<file path="config.mk">
export PLATFORM = sky130hd
export DESIGN_NAME = pdp_port_regs
export DESIGN_NICKNAME = d
export VERILOG_FILES = /design/src/rtl/pdp_port_regs.v /design/src/rtl/pdp_pin_drive.v
export VERILOG_INCLUDE_DIRS = /design/src /design/src/rtl
export SDC_FILE = /design/constraint.sdc
export NUM_CORES = 1
export LEC_CHECK = 0
export BUFFER_PORTS_ARGS = -buffer_cell sky130_fd_sc_hd__buf_2
export CAP_MARGIN = 40
export CORE_MARGIN = 2
export CORE_UTILIZATION = 48
export DETAILED_ROUTE_END_ITERATION = 10
export PLACE_DENSITY = 0.86
export SLEW_MARGIN = 10
export SYNTH_ARGS = -nofsm -noshare
export SYNTH_HDL_FRONTEND = slang
export SYNTH_SLANG_ARGS = --single-unit
</file>
<file path="constraint.sdc">
create_clock -name ref_clk -period 6.6 [get_ports ref_clk]
set_input_delay 1.32 -clock ref_clk [delete_from_list [all_inputs] [get_ports ref_clk]]
set_output_delay 1.32 -clock ref_clk [all_outputs]
set_load 0.005 [all_outputs]
</file>
<file path="src/rtl/pdp_regs.vh">
// Register offsets, reset values and mode codes for the port direction and pull-up block
`ifndef PDP_REGS_VH
`define PDP_REGS_VH
`define PDP_IDX_P3PULL   8'hAE
`define PDP_IDX_P1DIR    8'hB0
`define PDP_IDX_P1LATCH  8'hB2
`define PDP_IDX_P2DIR    8'hB1
`define PDP_IDX_P2LATCH  8'hB3
`define PDP_RST_PULL     8'h00
`define PDP_RST_LATCH    8'h00
`define PDP_RST_DIR_M1   8'hFF
`define PDP_RST_DIR_M23  8'h00
`define PDP_MODE_1       2'h1
`define PDP_ADDR_W       10
`endif

</file>
<file path="src/rtl/pdp_port_regs.v">
// Ports 1-2 direction and output latch registers and port 3 pull-up register behind an APB slave
//
// Operation
// - Pull-up bit 1 on, 0 off
// - Port 3 pull-up register eight bits, clears
// - Direction bit 0 input, 1 output
// - Mode 1: directions all one, inaccessible
// - Modes 2,3: directions reset zero, write-only
// - Port 1,2 latches read/write, clear at reset
//
// Design decision made here: register access over APB.
`timescale 1ns/1ps
`include "pdp_regs.vh"
module pdp_port_regs (
    input  wire        ref_clk,
    input  wire        srst,
    input  wire [1:0]  opMode,
    input  wire        psel,
    input  wire        penable,
    input  wire        pwrite,
    input  wire [11:0] paddr,
    input  wire [31:0] pwdata,
    output wire        pready,
    output wire        pslverr,
    output wire [31:0] prdata,
    output wire [7:0]  port1Out,
    output wire [7:0]  port1Oe,
    output wire [7:0]  port2Out,
    output wire [7:0]  port2Oe,
    output wire [7:0]  port3PullEn
);
    reg  [7:0]  p3Pull_r;
    reg  [7:0]  p1Dir_r;
    reg  [7:0]  p2Dir_r;
    reg  [7:0]  p1Latch_r;
    reg  [7:0]  p2Latch_r;
    reg  [31:0] rdata_r;
    reg         mode1_r;
    reg  [31:0] rdata_nxt;
    reg         hit;
    wire        acc;
    wire        wrEn;
    wire [9:0]  idx;
    wire        modeIs1;

    assign acc     = psel & penable;
    assign wrEn    = acc & pwrite;
    assign idx     = paddr[11:2];
    assign pready  = 1'b1;
    assign pslverr = acc & ~hit;
    assign prdata  = rdata_r;
    assign modeIs1 = (opMode == `PDP_MODE_1);

    // Decode; unmapped addresses answer with an error and read zero
    always @* begin
        rdata_nxt = 32'h00000000;
        hit = 1'b1;
        case (idx)
            {2'h0, `PDP_IDX_P3PULL}:  rdata_nxt = {24'h000000, p3Pull_r};
            {2'h0, `PDP_IDX_P1LATCH}: rdata_nxt = {24'h000000, p1Latch_r};
            {2'h0, `PDP_IDX_P2LATCH}: rdata_nxt = {24'h000000, p2Latch_r};
            {2'h0, `PDP_IDX_P1DIR}:   rdata_nxt = 32'h00000000;
            {2'h0, `PDP_IDX_P2DIR}:   rdata_nxt = 32'h00000000;
            default:                  hit = 1'b0;
        endcase
    end

    always @(posedge ref_clk) begin
        if (srst) begin
            p3Pull_r  <= `PDP_RST_PULL;
            p1Latch_r <= `PDP_RST_LATCH;
            p2Latch_r <= `PDP_RST_LATCH;
            // Mode 1 resets the directions straight to all-output
            p1Dir_r   <= modeIs1 ? `PDP_RST_DIR_M1 : `PDP_RST_DIR_M23;
            p2Dir_r   <= modeIs1 ? `PDP_RST_DIR_M1 : `PDP_RST_DIR_M23;
            rdata_r   <= 32'h00000000;
            mode1_r   <= modeIs1;
        end else begin
            mode1_r <= modeIs1;
            if (mode1_r) begin
                p1Dir_r <= `PDP_RST_DIR_M1;
                p2Dir_r <= `PDP_RST_DIR_M1;
            end else if (wrEn && idx == {2'h0, `PDP_IDX_P1DIR}) begin
                p1Dir_r <= pwdata[7:0];
            end else if (wrEn && idx == {2'h0, `PDP_IDX_P2DIR}) begin
                p2Dir_r <= pwdata[7:0];
            end
            if (wrEn && idx == {2'h0, `PDP_IDX_P3PULL}) begin
                p3Pull_r <= pwdata[7:0];
            end
            if (wrEn && idx == {2'h0, `PDP_IDX_P1LATCH}) begin
                p1Latch_r <= pwdata[7:0];
            end
            if (wrEn && idx == {2'h0, `PDP_IDX_P2LATCH}) begin
                p2Latch_r <= pwdata[7:0];
            end
            // Capture in the setup cycle so read data stands through the access phase
            if (psel && !penable && !pwrite) begin
                rdata_r <= rdata_nxt;
            end
        end
    end

    // Pull-up is a pure register bit on port 3: no drivers here
    assign port3PullEn = p3Pull_r;

    pdp_pin_drive uPort1 (
        .dirBits   (p1Dir_r),
        .latchBits (p1Latch_r),
        .pullBits  (8'h00),
        .pinOut    (port1Out),
        .pinOe     (port1Oe),
        .pullEn    ()
    );

    pdp_pin_drive uPort2 (
        .dirBits   (p2Dir_r),
        .latchBits (p2Latch_r),
        .pullBits  (8'h00),
        .pinOut    (port2Out),
        .pinOe     (port2Oe),
        .pullEn    ()
    );
endmodule

</file>
<file path="src/rtl/pdp_pin_drive.v">
// Per-pin output driver and pull-up control for one eight-bit port
`timescale 1ns/1ps
module pdp_pin_drive (
    dirBits,
    latchBits,
    pullBits,
    pinOut,
    pinOe,
    pullEn
);
    input  wire [7:0] dirBits;
    input  wire [7:0] latchBits;
    input  wire [7:0] pullBits;
    output wire [7:0] pinOut;
    output wire [7:0] pinOe;
    output wire [7:0] pullEn;

    genvar i;
    generate
        for (i = 0; i < 8; i = i + 1) begin : gPin
            // Output drives latch; input leaves the pin undriven
            assign pinOe[i]  = dirBits[i];
            assign pinOut[i] = dirBits[i] & latchBits[i];
            // Pull-up only on a pin set as input
            assign pullEn[i] = pullBits[i] & ~dirBits[i];
        end
    endgenerate
endmodule

</file>
Word level (Yosys, flattened, before mapping). Index checks and enable logic that the tools add are counted.

Add/sub/neg operators: 0. Muxes and demuxes: 10. Equality and inequality tests: 7. Shifts and indexed selects: 0. Multiply operators: 0. Magnitude comparators: 0. Bitwise operators: 20. Reductions and logical operators: 13. Divide/modulo/power cells: 0.

Operators with widths (number): 2-to-1 mux 8 bit (8); == test 10 x 8 -> 1 bit (second input constant) (5); case mux 8 bit (3 select lines) (1); bitwise AND 1 bit (19); logical AND 1 bit (7); nonzero test 3 bit (2); OR reduction 5 bit (1); != test 3 bit (second input constant) (1); == test 2 x 1 -> 1 bit (second input constant) (1); zero test 1 bit (2); AND reduction 2 bit (1); 2-to-1 mux 1 bit (1); NOT 1 bit (1).

Output and inout port bits: 74. ROM bits: 0. Bits of input ports: 51. Memories: 0. Memory bits (writable): 0. Word-level logic and storage cells: 57. Register bits after elaboration: 73. Latch bits: 0.

Depth between registers and ports, before layout.
Depth after elaboration: 7. Gate-level depth with buffers: 5. Gate-level depth less buffers: 4.

Hierarchy. Synthesis repeated with hierarchy kept, for this count alone.

Cells, all modules: 260. Area total of the unflattened synthesis: 2596.2 sq um.

By module, submodules not included: pdp_port_regs (seq. area each 1141.1 sq um, cells each 212, area each 2275.9 sq um, instances 1); pdp_pin_drive (seq. area each 0.0 sq um, cells each 24, area each 160.2 sq um, instances 2).

Least setup slack after synthesis. Ideal clock, no wire load.

Path type: in2out. Start point: in paddr[11]. End point: out pslverr. Data required time: 5280 ps. Buffers on the path: 0. Path slack: 3141 ps. Arrival: 2139 ps. Stages: 3. Cell sequence: or4b_1 nor2_1 a311oi_1.

Cells in the longest elaborated chain, start to end: 5. Elaborated cells between the ends (all ways): 9. Those cells by class: eq/ne (5); mux (1); bitwise (2); reduce/logical (1).

RTL lines: start: declaration (line pdp_port_regs.v:21) `input wire [11:0] paddr,`; == test 10 x 8 -> 1 bit (line pdp_port_regs.v:58) `case (idx)`; OR reduction 5 bit (no source line) *; 2-to-1 mux 1 bit * (line pdp_port_regs.v:58); NOT 1 bit * (line pdp_port_regs.v:50) `assign pslverr = acc & ~hit;`; bitwise AND 1 bit * (line pdp_port_regs.v:50); end: declaration (line pdp_port_regs.v:24) `output wire pslverr,`.

Mark *: on every way between the ends. The rest lies on a longest branch, timed or not.

Worst setup path in the final report.
Start point: in paddr[6]. End point: out pslverr.

Same word-level chain as after synthesis.

==> flow_summary.toml <==
[worst_setup_path]
worstPathMaxFanout = 10
path_common_cell = "buf_2"
slowest_delay_ns = 0.64
start_kind = "input pin"
cpMaxStageDelayCell = "nor2_1"
crit_arrival_ns = 2.65
cp.required_ns = 5.28
crit_type = "in -> out"
cp_cell_sequence = "buf_2, nand3b_1, nor2_1, a311oi_1, buf_2"
end_kind = "output pin"

[die]
die_area_sq_um = 5390
initial_core_util_pct = 49.3
fp.coreArea_sq_um = 4690
die_w_um = 73.4
row_count = 25
die_y_um = 73.4
ios = 125

[grt]
grt_max_degree = 30
first_global_vias = 1649
antenna_found_initial = 0
grt_first_pass_wirelength_um = 8320
overflow = 0
grt_usage_pct = 20.8

[place]
preCtsSetupSlack_ns = 2.67
place_area_sq_um = 2630
gp_congestion = 0.930
portBuffers = 73
dp.cells = 336
place_hpwl_um = 3840

[logic_synthesis]
synth-seq-area-share_pct = 49.3
synth_area_leader_cell = "dfxtp_1"
synth_edf_count = 16
yosys_warnings = 0
synth.avg_cell_area_sq_um = 10.7
syn_area_sq_um = 2310
synth_flop_cell = "dfxtp_1"
ys_types = 37
yosys-top-cells-area = "dfxtp_1 29%, edfxtp_1 21%, mux2i_1 10%, buf_4 8.1%, nor2_1 4.7%"
synthTopCellsByCount = "33 x dfxtp_1, 29 x nor2_1, 25 x buf_4"
synthArstFlopShare_pct = 0
synth_most_common_cell = "dfxtp_1"
synth_top_area_share_pct = 28.6
ys_ff_latch = 49
postSynthCellCount = 216

[power]
clockPowerShare_pct = 31.1
combPwrFrac_pct = 9.2
power_density_nw_per_um2 = 201
leakage_nw = 1.22
swShare_pct = 23.9
internal_power_uw = 416
switchingPower_uw = 130
p_seq_share_pct = 59.7
ir_drop_v = 0.000178

[timing]
period_share_pct = 60.2
setup_viol = 0
final.setup_skew_ns = 0.00170
fin_crit_ns = 3.97
worst_slew_pin_slew_ns = 0.851
slew_headroom_pct = 42.9
fin_setup_tns_ns = 0
clock.fmax_mhz = 252
whs_ns = 0.452
fin_ws_ns = 2.63
rsz0062_at_grt = "no"
slew_viol_final = 0
hold_viol = 0

[drt]
wire_per_inst_um = 15.9
viasPerCell = 5.31
drc = 0
wirelength_um = 5460
firstDrtPassIters = 5
drt_iter0_markers = 93
ant_nets = 0
vias = 1827

[cells_and_area]
final_nets = 340
area_growth_pct = 17.5
drive_gt1_share_pct = 31.0
design_area_sq_um = 2720
diodes = 0
nFillCells = 422
fin_cells = 344

[cts]
clk_pin_slew_ns = 0.08
ctsLongestPathBuffers = 2
cts_tree = "built"
htreeDepth = 2
clk_latency_ns = 0.29
post-cts-setup-buffer-count = 0
root_buffer = "clkbuf_8"
cts_made_buffers = 5
clock_sinks = 49
postCtsResizedCells = 0
hold_buffers = 0

[outcome]
status = "complete, no violations"

[run]
maxCapViolations = 0

[worst_hold_path]
hp-class = "reg -> reg"
==> registers in the layout, indices dropped and copies added (netlist names) <==
signal	flops
mode1_r	1
p1Dir_r	8
p1Latch_r	8
p2Dir_r	8
p2Latch_r	8
port3PullEn	8
prdata	8
==> routing by layer <==
metal,global-route usage (%),vias up,routed length [um]
met5,0,-,0
met4,7.27,0,90
met3,4.66,6,417
met2,32.8,89,2610
met1,28.1,869,2340
li1,-,863,-
==> area by class of cell <==
class / count / area, sq um / area share, %
Inverter: 2 / 7.51 / 0.276
Timing Repair Buffer: 75 / 380 / 14.0
Sequential cell: 49 / 1140 / 42.0
Clock buffer: 7 / 76.3 / 2.81
Tap cell: 54 / 67.6 / 2.49
Multi-Input combinational cell: 156 / 1040 / 38.2
Clock inverter: 1 / 7.51 / 0.276
==> final timing paths <==
kind,start,to,slack (ns),cells after the start
max,paddr[6],pslverr,2.63,5
min,prdata[0],prdata[0],0.45,2
max reg2reg,mode1_r,p1Dir_r[2],5.41,2
min reg2reg,prdata[0],prdata[0],0.45,2
==> through the flow <==
stage | power (mW) | util, %
3_3_place_gp | 0.382 | 56.1
4_1_cts | 0.548 | 57.9
3_5_place_dp | 0.383 | 56.1
6_report | 0.546 | 57.9
2_1_floorplan | 0.366 | -
5_1_grt | 0.570 | 57.9
==> power by group through the flow <==
stage / sequential (mW) / clock (mW) / combinational (mW)
global route: 0.327 / 0.187 / 0.0561
global placement: 0.332 / 0 / 0.0492
CTS: 0.326 / 0.172 / 0.0502
detailed placement: 0.333 / 0 / 0.0500
finish: 0.326 / 0.170 / 0.0504
floorplan: 0.334 / 0 / 0.0321
==> cells in the final DEF (no fill, tap or decap) <==
cell type and instances:
o21ai_1 4, o31ai_1 1, or2_1 1, o21a_1 8, clkbuf_8 5, buf_2 73
inv_1 2, dfxtp_1 33, edfxtp_1 16, nor2_1 29, nor3b_1 1, o41ai_2 1
o21bai_1 1, clkbuf_1 2, or3_1 1, clkinvlp_4 1, nand2b_1 1, nand4bb_1 2
a32oi_1 8, or4b_1 2, nor4_4 2, conb_1 25, nor3b_2 1, o21ai_0 4
nor2b_1 1, mux2_2 4, mux2i_1 24, a22oi_1 4, nand2_1 6, nand3b_1 2
nand4b_1 2, and2_1 16, nand3_1 1, or2_2 1, a311oi_1 1, or4_1 1
buf_4 2, nor3_1 1
==> worst max-delay path, delay by kind of cell <==
kind / cells / cell delay [ns]
buffers and inverters: 2 / 0.28
AO/OA/AOI/OAI: 1 / 0.19
AND/OR/NAND/NOR: 2 / 0.85
==> cell families (layout without fill, tap and decap cells) <==
logic type	after synthesis	after routing	share of synthesized area, %
compound gates	32	32	10.1
buf+inv	34	85	9.90
flops	49	49	49.3
mux	28	28	12.3
other cells	2	25	0.325
simple gates	71	71	18.1
Power figures use the tool's default switching activity.
